`config.mk`:
```
export PLATFORM = sky130hd
export DESIGN_NAME = twpsi_top
export DESIGN_NICKNAME = d
export VERILOG_FILES = /design/src/twpsi_pkg.sv /design/src/twpsi_top.sv
export VERILOG_INCLUDE_DIRS = /design/src
export SDC_FILE = /design/constraint.sdc
export NUM_CORES = 2
export LEC_CHECK = 0
export BUFFER_PORTS_ARGS = -buffer_cell sky130_fd_sc_hd__buf_2
export CORE_MARGIN = 4
export CORE_UTILIZATION = 60
export DETAILED_ROUTE_END_ITERATION = 10
export GPL_TIMING_DRIVEN = 0
export PLACE_DENSITY = 0.86
export SYNTH_ARGS = -nofsm -noshare
export SYNTH_HDL_FRONTEND = slang
export SYNTH_SLANG_ARGS = --single-unit
export TNS_END_PERCENT = 1
```
`constraint.sdc`:
```
create_clock -name REF_CLK_IN -period 17.9 [get_ports REF_CLK_IN]
set_clock_uncertainty 0.05 [all_clocks]
set_input_delay 0.895 -clock REF_CLK_IN [delete_from_list [all_inputs] [get_ports REF_CLK_IN]]
set_output_delay 0.895 -clock REF_CLK_IN [all_outputs]
set_load 0.02 [all_outputs]
```
`src/twpsi_defs.svh`:
```
/*
 constants for the two-wire pot slave interface: field positions, reset values, timing.
 assumes inclusion by bare name, before any use.
*/
`ifndef TWPSI_DEFS_SVH
`define TWPSI_DEFS_SVH
// ----------------------------------------
// command byte fields
// ----------------------------------------
`define TWPSI_OP_POS 4
`define TWPSI_RS_POS 2
`define TWPSI_PS_POS 0
// ----------------------------------------
// reset values
// ----------------------------------------
`define TWPSI_DR_RST 6'h00
// arbitrary device type code
`define TWPSI_DEV_TYPE 4'hA
// ----------------------------------------
// timing
// ----------------------------------------
`define TWPSI_CLK_NS 25
`define TWPSI_TWR_NS 5000000
`endif

```
`src/twpsi_pkg.sv`:
```
/*
 types for the two-wire pot slave interface.
 assumes nothing of its surroundings.
*/
`default_nettype none
package twpsi_pkg;
	typedef enum logic [2:0] {ST_IDLE = 3'h0, ST_ADDR = 3'h1, ST_CMD = 3'h3, ST_RX = 3'h2,
		ST_TX = 3'h6, ST_INC = 3'h7, ST_WSTP = 3'h5} twpsi_st_e;
	typedef enum logic [3:0] {OP_GDW = 4'h1, OP_INC = 4'h2, OP_GWD = 4'h8, OP_RDW = 4'h9,
		OP_WRW = 4'hA, OP_RDD = 4'hB, OP_WRD = 4'hC, OP_XDW = 4'hD, OP_XWD = 4'hE} twpsi_op_e;
	typedef logic [17:0] twpsi_tmr_t;
	typedef struct packed {
		logic [2:0]            scl_r;
		logic [2:0]            sda_r;
		logic [1:0]            wp_r;
		logic [1:0][3:0]       as_r;
		twpsi_st_e             st;
		logic [3:0]            cnt;
		logic [7:0]            sr;
		twpsi_op_e             op;
		logic [1:0]            rsel;
		logic [1:0]            psel;
		logic                  drv;
		logic                  nv_pend;
		logic                  busy;
		twpsi_tmr_t            tmr;
		logic                  recall;
		logic [3:0][5:0]       wiper;
		logic [3:0][3:0][5:0]  dr;
		logic [255:0]          taps;
	} twpsi_state_s;
endpackage
`default_nettype wire

```
`src/twpsi_top.sv`:
```
/*
 two-wire slave interface of a quad digital pot: wipers, data registers, tap decode.
 assumes scl/sda/pins asynchronous to REF_CLK_IN; sda wire resolved outside from SDA_OE_OUT.
*/
//
// Contract
// - low four address bits come from the address select pins.
// - data line is open drain: pull low or release.
// - data line changes only while clock is low.
// - falling data with clock high is a start.
// - bus activity ignored until a start is seen.
// - rising data with clock high is a stop.
// - transmitter releases after eight bits; receiver pulls low on ninth clock.
// - acknowledge address, command byte, and following data byte.
// - acknowledge address only when all four select bits match.
// - each 6-bit wiper turns on exactly one of 64 taps.
// - four wipers, each written directly or loaded from its data registers.
// - host reads and writes every wiper and data register.
// - write protect low blocks every nonvolatile data register write.
// - command byte: opcode high four, register select two, pot select two.
// - no address acknowledge while a nonvolatile write cycle runs.
// - at power-up each wiper loads from its default data register.
`timescale 1ns/100ps
`default_nettype none
`include "twpsi_defs.svh"
module twpsi_top #(
	parameter logic [3:0] DEV_TYPE = `TWPSI_DEV_TYPE,
	parameter logic [5:0] DR_INIT  = `TWPSI_DR_RST,
	parameter int unsigned TWR_CYC = (`TWPSI_TWR_NS + `TWPSI_CLK_NS - 1) / `TWPSI_CLK_NS
) (
	// clock and reset
	input  wire logic         REF_CLK_IN,
	input  wire logic         SYS_RST_IN,
	// serial bus
	input  wire logic         SCL_IN,
	input  wire logic         SDA_IN,
	output logic              SDA_OUT,
	output logic              SDA_OE_OUT,
	// straps
	input  wire logic [3:0]   ADDR_SEL_IN,
	input  wire logic         WP_N_IN,
	// pot side
	output logic [255:0]      TAP_SEL_OUT,
	output logic              NV_BUSY_OUT
);
	// ----------------------------------------
	// helpers
	// ----------------------------------------
	function automatic logic [63:0] tap_dec(input logic [5:0] w);
		tap_dec = 64'h0000_0000_0000_0001 << w;
	endfunction

	function automatic twpsi_pkg::twpsi_state_s rst_val(input logic [5:0] d);
		twpsi_pkg::twpsi_state_s s;
		s = '0;
		s.scl_r = 3'h7;
		s.sda_r = 3'h7;
		s.wp_r = 2'h3;
		s.recall = 1'b1;
		s.dr = {16{d}};
		s.taps = {4{64'h0000_0000_0000_0001}};
		rst_val = s;
	endfunction

	localparam twpsi_pkg::twpsi_state_s RST_S = rst_val(DR_INIT);

	twpsi_pkg::twpsi_state_s q;
	twpsi_pkg::twpsi_state_s n;
	logic                    rise_ev;
	logic                    fall_ev;
	logic                    start_ev;
	logic                    stop_ev;
	logic                    sda_s;

	// ----------------------------------------
	// bus condition detection
	// ----------------------------------------
	assign sda_s = q.sda_r[1];
	assign rise_ev = q.scl_r[1] & ~q.scl_r[2];
	assign fall_ev = ~q.scl_r[1] & q.scl_r[2];
	assign start_ev = q.scl_r[1] & q.scl_r[2] & q.sda_r[2] & ~q.sda_r[1];
	assign stop_ev = q.scl_r[1] & q.scl_r[2] & ~q.sda_r[2] & q.sda_r[1];

	// ----------------------------------------
	// next state
	// ----------------------------------------
	always_comb
	begin
		twpsi_pkg::twpsi_op_e op;
		logic [1:0]           rs;
		logic [1:0]           ps;
		op = twpsi_pkg::twpsi_op_e'(q.sr[`TWPSI_OP_POS +: 4]);
		rs = q.sr[`TWPSI_RS_POS +: 2];
		ps = q.sr[`TWPSI_PS_POS +: 2];
		n = q;
		n.scl_r = {q.scl_r[1:0], SCL_IN};
		n.sda_r = {q.sda_r[1:0], SDA_IN};
		n.wp_r = {q.wp_r[0], WP_N_IN};
		n.as_r = {q.as_r[0], ADDR_SEL_IN};
		if (q.busy)
		begin
			n.tmr = q.tmr - 18'h00001;
			if (q.tmr == 18'h00001)
				n.busy = 1'b0;
		end
		// power-up recall of the default register
		if (q.recall)
		begin
			n.recall = 1'b0;
			for (int p = 0; p < 4; p++)
				n.wiper[p] = q.dr[p][0];
		end
		if (start_ev)
		begin
			n.st = twpsi_pkg::ST_ADDR;
			// one below zero: the clock fall right after a start precedes the first bit
			n.cnt = 4'hF;
			n.drv = 1'b0;
		end
		else if (stop_ev)
		begin
			n.st = twpsi_pkg::ST_IDLE;
			n.drv = 1'b0;
			if (q.nv_pend)
			begin
				n.nv_pend = 1'b0;
				n.busy = 1'b1;
				n.tmr = twpsi_pkg::twpsi_tmr_t'(TWR_CYC);
			end
		end
		else
		begin
			case (q.st)
				// idle, and mismatched or finished frames, wait for a start
				twpsi_pkg::ST_IDLE, twpsi_pkg::ST_WSTP:
					n.drv = 1'b0;
				twpsi_pkg::ST_INC:
					if (rise_ev)
					begin
						if (sda_s && q.wiper[q.psel] != 6'h3F)
							n.wiper[q.psel] = q.wiper[q.psel] + 6'h01;
						else if (!sda_s && q.wiper[q.psel] != 6'h00)
							n.wiper[q.psel] = q.wiper[q.psel] - 6'h01;
					end
				default:
				begin
					if (rise_ev && q.st != twpsi_pkg::ST_TX)
						n.sr = {q.sr[6:0], sda_s};
					if (fall_ev)
					begin
						case (q.cnt)
							4'h7:
							begin
								n.cnt = 4'h8;
								// transmitter releases for the ninth clock
								n.drv = 1'b0;
								case (q.st)
									twpsi_pkg::ST_ADDR:
										// match on type, pins and idle
										if (q.sr == {DEV_TYPE, q.as_r[1]} && !q.busy)
											n.drv = 1'b1;
										else
											n.st = twpsi_pkg::ST_WSTP;
									twpsi_pkg::ST_CMD:
									begin
										n.op = op;
										n.rsel = rs;
										n.psel = ps;
										n.drv = 1'b1;
										case (op)
											twpsi_pkg::OP_XDW:
												n.wiper[ps] = q.dr[ps][rs];
											twpsi_pkg::OP_GDW:
												for (int p = 0; p < 4; p++)
													n.wiper[p] = q.dr[p][rs];
											twpsi_pkg::OP_XWD:
												if (q.wp_r[1])
												begin
													n.dr[ps][rs] = q.wiper[ps];
													n.nv_pend = 1'b1;
												end
											twpsi_pkg::OP_GWD:
												if (q.wp_r[1])
												begin
													for (int p = 0; p < 4; p++)
														n.dr[p][rs] = q.wiper[p];
													n.nv_pend = 1'b1;
												end
											twpsi_pkg::OP_RDW, twpsi_pkg::OP_WRW, twpsi_pkg::OP_RDD,
											twpsi_pkg::OP_WRD, twpsi_pkg::OP_INC:
												n.drv = 1'b1;
											default:
											begin
												n.drv = 1'b0;
												n.st = twpsi_pkg::ST_WSTP;
											end
										endcase
									end
									twpsi_pkg::ST_RX:
									begin
										n.drv = 1'b1;
										if (q.op == twpsi_pkg::OP_WRW)
											n.wiper[q.psel] = q.sr[5:0];
										else if (q.wp_r[1])
										begin
											n.dr[q.psel][q.rsel] = q.sr[5:0];
											n.nv_pend = 1'b1;
										end
									end
									default:
										n.drv = 1'b0;
								endcase
							end
							4'h8:
							begin
								n.cnt = 4'h0;
								n.drv = 1'b0;
								case (q.st)
									twpsi_pkg::ST_ADDR:
										n.st = twpsi_pkg::ST_CMD;
									twpsi_pkg::ST_CMD:
										case (q.op)
											twpsi_pkg::OP_WRW, twpsi_pkg::OP_WRD:
												n.st = twpsi_pkg::ST_RX;
											twpsi_pkg::OP_RDW, twpsi_pkg::OP_RDD:
											begin
												// read back wiper or data register
												n.st = twpsi_pkg::ST_TX;
												n.sr = {2'b00, q.op == twpsi_pkg::OP_RDW ?
													q.wiper[q.psel] : q.dr[q.psel][q.rsel]};
												n.drv = 1'b1;
											end
											twpsi_pkg::OP_INC:
												n.st = twpsi_pkg::ST_INC;
											default:
												n.st = twpsi_pkg::ST_WSTP;
										endcase
									default:
										n.st = twpsi_pkg::ST_WSTP;
								endcase
							end
							default:
							begin
								n.cnt = q.cnt + 4'h1;
								// shift out on the falling clock
								if (q.st == twpsi_pkg::ST_TX)
								begin
									n.sr = {q.sr[6:0], 1'b0};
									n.drv = ~q.sr[6];
								end
							end
						endcase
					end
				end
			endcase
		end
		for (int p = 0; p < 4; p++)
			n.taps[p * 64 +: 64] = tap_dec(n.wiper[p]);
	end

	always_ff @(posedge REF_CLK_IN or posedge SYS_RST_IN)
	begin
		if (SYS_RST_IN)
			q <= RST_S;
		else
			q <= n;
	end

	// ----------------------------------------
	// outputs
	// ----------------------------------------
	// only ever pulls low
	assign SDA_OUT = 1'b0;
	assign SDA_OE_OUT = q.drv;
	assign TAP_SEL_OUT = q.taps;
	assign NV_BUSY_OUT = q.busy;

	for (genvar g = 0; g < 4; g++)
	begin : g_oh

	end
endmodule // twpsi_top
`default_nettype wire

```
# == Yosys cells after proc, flatten, opt, wreduce, memory -nomap -nowiden ==
# Index checks and enable logic that the tools add are counted.
# classes
n_mux,104
n_addsub,4
order_cmp,8
bitwise_logic,15
n_reduce_logical,34
n_shift,4
eq_ne,41
# op_table
op,count
120-bit two-way mux,4
96-bit two-way mux,5
"1-bit by 6-bit left shift with 64-bit output, first input constant",4
120-bit one-hot mux with 2 select lines,1
24-bit two-way mux,9
24-bit bitwise mux,8
96-bit bitwise mux,2
96-bit one-hot mux with 2 select lines,1
24-bit binary-select mux with 2-bit select,2
6-bit binary-select mux with 2-bit select,8
24-bit demux with 2-bit select,2
24-bit one-hot mux with 2 select lines,2
6-bit two-way mux,13
19-bit two-way mux,4
8-bit two-way mux,9
6-bit demux with 2-bit select,4
"4-bit equality test, second input constant",12
25-bit two-way mux,1
23-bit two-way mux,1
20-bit two-way mux,1
"18-bit by 1-bit equality test with 1-bit output, second input constant",1
"3-bit != test, second input constant",6
3-bit one-hot mux with 2 select lines,3
"18-bit by 1-bit subtractor with 18-bit output, second input constant",1
43 further kinds,106
# totals
out_inout_bits,259
in_bits,9
word_cells,247
regBits,437

# == Longest topological paths before layout ==
# logic_depth
word_depth,16
depth_mapped,16
mapped_depth_nobuf,12

# == Worst setup path after synthesis ==
# No wires, ideal clock.
# synth_path
path_kind,register -> register
start,reg q[399] in the netlist's numbering
end,"reg q, in the netlist TAP_SEL_OUT[237]"
path_slack_ns,14.447
n_path_buf,4
setup_time_ns,0.077
required_time_ns,17.773
period_less_slack_ns,3.453
arrival_ns,3.326
path_stages_with_launch,15
cell_sequence,dfrtp_1 -> buf_6 -> mux4_2 -> ha_1 -> clkbuf_1 -> nand2b_1 -> o22a_1 -> o21a_1 -> buf_2 -> buf_2 -> o211ai_1 -> o211a_1 -> o41a_1 -> or3_1 -> nor2_1
# synth_lines
element,line,source
"start, declared",twpsi_top.sv:67,twpsi_pkg::twpsi_state_s q;
"start signal, assigned",twpsi_top.sv:266,q <= n;

==> results by group <==
Yosys
  – YS warnings: 0
  – Synth Area per Inst: 10.1 um2
  – Post-synthesis sequential area ratio: 0.460
  – Post-synth ARST share: 1.00
  – Number of synthesized register bits: 437
  – Synth Instances: 2362
  – Synth unique cells: 95
  – EDFF count, synth: 0
  – Top_reg_cell synth: dfrtp_1
  – Mapped Area: 0.0238 mm2

Timing
  – Period utilization: 0.264
  – Final hold viol count: 0
  – Minimum clock period: 4.73 ns
  – Setup-failing EPs final: 0
  – Worst-Margin Slew: 1.32 ns
  – Fin worst setup slack: 13.17 ns
  – Fmax: 211 MHz
  – Final setup TNS: 0 ns
  – RSZ-0062 raised after global routing: false
  – Max-slew headroom: 0.117
  – Final hold slack: 0.238 ns
  – Final max-slew violation count: 0

Critical path
  – Cell Chain, Critical Path: mux4_2 -> inv_1 -> ha_1 -> nand2b_1 -> o22ai_1 -> a21oi_1 -> clkbuf_1 -> a221oi_1 -> a21boi_0 -> o22ai_2 -> nand3_1 -> nor2_1
  – R2r setup slk: 13.17 ns
  – CP max-delay cell: mux4_2
  – Critical path class: reg -> reg
  – Reg2Reg Depth: 12
  – R2R Path Start: q[370]
  – Kind of start point of the critical path: flop
  – Critical Path AT: 5.16 ns
  – Nature of the critical path endpoint: flop
  – Worst Path Required: 18.32 ns
  – Max FO, Critical Path: 10
  – Worst r2r dst: TAP_SEL_OUT[190]
  – Largest stage delay on the critical path: 0.71 ns

Pwr
  – Power density cells: 96.3 mW/mm2
  – P_leak: 0.0135 uW
  – VDD IR-drop max: 0.0964 mV

Finish
  – Commonest non-fill, non-tap cell in the layout: dfrtp_1
  – Most frequent cells in the layout: dfrtp_1 (424), nor2_1 (301), buf_2 (288)
  – Antenna cell count: 0
  – Share of cells above drive strength 1: 0.285
  – Nets: 2694
  – Final cell count without fillers: 3231
  – Filler cell count: 2729
  – Synthesis-to-layout area growth: 15.2%
  – Final core occ: 0.705

Min path
  – HP Class: in -> async

Place
  – Dpl ws: 13.38 ns
  – IO Port Bufs: 266
  – GP Congestion: 1.04
  – HPWL Detailed: 61.8 mm
  – Inst Count DP: 3150

Floorplanning
  – I/O Pins: 268
  – Die Y: 207 um
  – Die width: 207 um
  – Initial Util: 0.612
  – Die ar.: 0.0430 mm2
  – Core area: 0.0389 mm2
  – Num rows: 72

Job
  – Max Cap Violations: 0

Clocking
  – Post-CTS Setup Bufs: 0
  – Max Root-Sink Buffers: 3
  – CTS resizes: 0
  – Worst-path clk slew: 0.07 ns
  – CTS tree: yes
  – CTS sink cnt: 437
  – Clk root buf: clkbuf_16
  – Clk Latency, worst-skew pair: 0.59 ns
  – CTS Hold Bufs: 0
  – # H-tree levels: 2
  – TritonCTS Buffers: 44

Global route
  – First-pass GRT wire length: 129 mm
  – Vias in the first global route: 20583
  – Largest net degree at the start of global routing: 146
  – Total track usage: 0.390
  – Grt total ovfl: 0
  – Initial antenna violation count: 3

Route
  – 1st-iter DRT viols: 2582
  – Routed vias/inst: 6.40
  – DR pass1 iterations: 6
  – Drt total wl: 85.9 mm
  – Vias: 20676
  – DRC violations left: 0
  – Post-DRT Antenna Nets: 0
  – Avg WL per Cell: 26.6 um

Run status
  – Status: finished clean
==> layout make-up <==
cell class                      instances  area (um2)  area share
Tap cell                              518         648      0.0236
Timing Repair Buffer                  269        1410      0.0515
Multi-Input combinational cell       1503       10300       0.374
Buffer                                395        2490      0.0909
Clock buffer                           63        1310      0.0475
Clock inverter                         18         246     0.00898
Inverter                               28         113     0.00410
Sequential cell                       437       11000       0.399
==> logic make-up after synthesis <==
| logic type | Yosys count | share of synthesized area |
|---|---|---|
| other | 1 | 0.000157 |
| AOI/OAI and AO/OA | 467 | 0.135 |
| adders and majority gates | 7 | 0.00368 |
| DFF | 437 | 0.460 |
| xor gates and xnor gates | 26 | 0.00956 |
| and+or+nand+nor | 772 | 0.152 |
| muxes | 229 | 0.131 |
| buffers and inverters | 423 | 0.109 |
==> where the power goes <==
| part | switching [uW] | internal [uW] | total, uW | leakage (uW) |
|---|---|---|---|---|
| registers | 44.2 | 1030 | 1070 | 0.00601 |
| logic | 413 | 171 | 584 | 0.00675 |
| clock network | 405 | 583 | 987 | 0.000760 |
==> cells in the mapped netlist, types with 6 or more instances <==
cell type  number  area (um2)
a211oi_1       11        82.6
a21o_1          7        52.6
a21oi_1        48         240
a22o_1        100         876
a22oi_1        10        75.1
a32oi_1        10        87.6
and2_1         19         119
and3_1         15        93.8
buf_1           7        26.3
buf_2          22         110
buf_4         258        1940
clkbuf_1      106         398
dfrtp_1       424       10600
dfstp_2        13         342
ha_1            7        87.6
inv_1          25        93.8
mux2_2         32         360
mux2i_1       134        1340
mux4_2         63        1420
nand2_1       213         800
nand2b_1       22         138
nand3_1        38         190
nand3b_1       23         173
nor2_1        301        1130
nor2b_1        28         175
nor3_1         17        85.1
nor4_1         11        68.8
o211ai_1       24         180
o21ai_0       152         761
o21ai_1         9        45.0
o22ai_1        27         169
or2_2          10        62.6
or3_1          27         169
or3b_1          6        52.6
xnor2_1        17         149
xor2_1          9        78.8
==> metal layers <==
metal | share of wire | vias to the layer above | wire length [um] | track usage
li1 | - | 8729 | - | -
met1 | 0.36 | 10050 | 30700 | 0.497
met2 | 0.47 | 1512 | 40100 | 0.624
met3 | 0.10 | 383 | 8940 | 0.0827
met4 | 0.072 | 2 | 6190 | 0.225
met5 | 0.00015 | - | 13 | 0
==> flip-flops by register name, indices dropped and copies added (netlist names) <==
signal,count
q,170
NV_BUSY_OUT,1
TAP_SEL_OUT,256
n,9
SDA_OE_OUT,1
==> worst max-delay path: cells and delay by family (launching register included) <==
| family | cells | cell delay, ns |
|---|---|---|
| DFF | 1 | 0.59 |
| AOI/OAI and AO/OA | 5 | 1.85 |
| and+or+nand+nor | 3 | 0.79 |
| adders and majority gates | 1 | 0.18 |
| muxes | 1 | 0.71 |
| buffers and inverters | 2 | 0.46 |
==> worst max-delay path by stage <==
stage	to	slack, ns	startpoint	cells after the start
2_1_floorplan	NV_BUSY_OUT	4.80	SYS_RST_IN	1
3_3_place_gp	q[386]	1.27	SYS_RST_IN	2
3_5_place_dp	TAP_SEL_OUT[190]	13.38	q[370]	12
4_1_cts	TAP_SEL_OUT[190]	13.32	q[370]	12
5_1_grt	TAP_SEL_OUT[190]	12.96	q[370]	12
6_report	TAP_SEL_OUT[190]	13.17	q[370]	12
==> per-stage QoR <==
stage	cell area [um2]	power, uW
final	27400	2640
after global routing	27400	2720
after CTS	27400	2620
after detailed placement	25900	1650
after global placement	25800	1630
after floorplan	23800	1450
No activity file was read; power rests on OpenSTA's default activity.
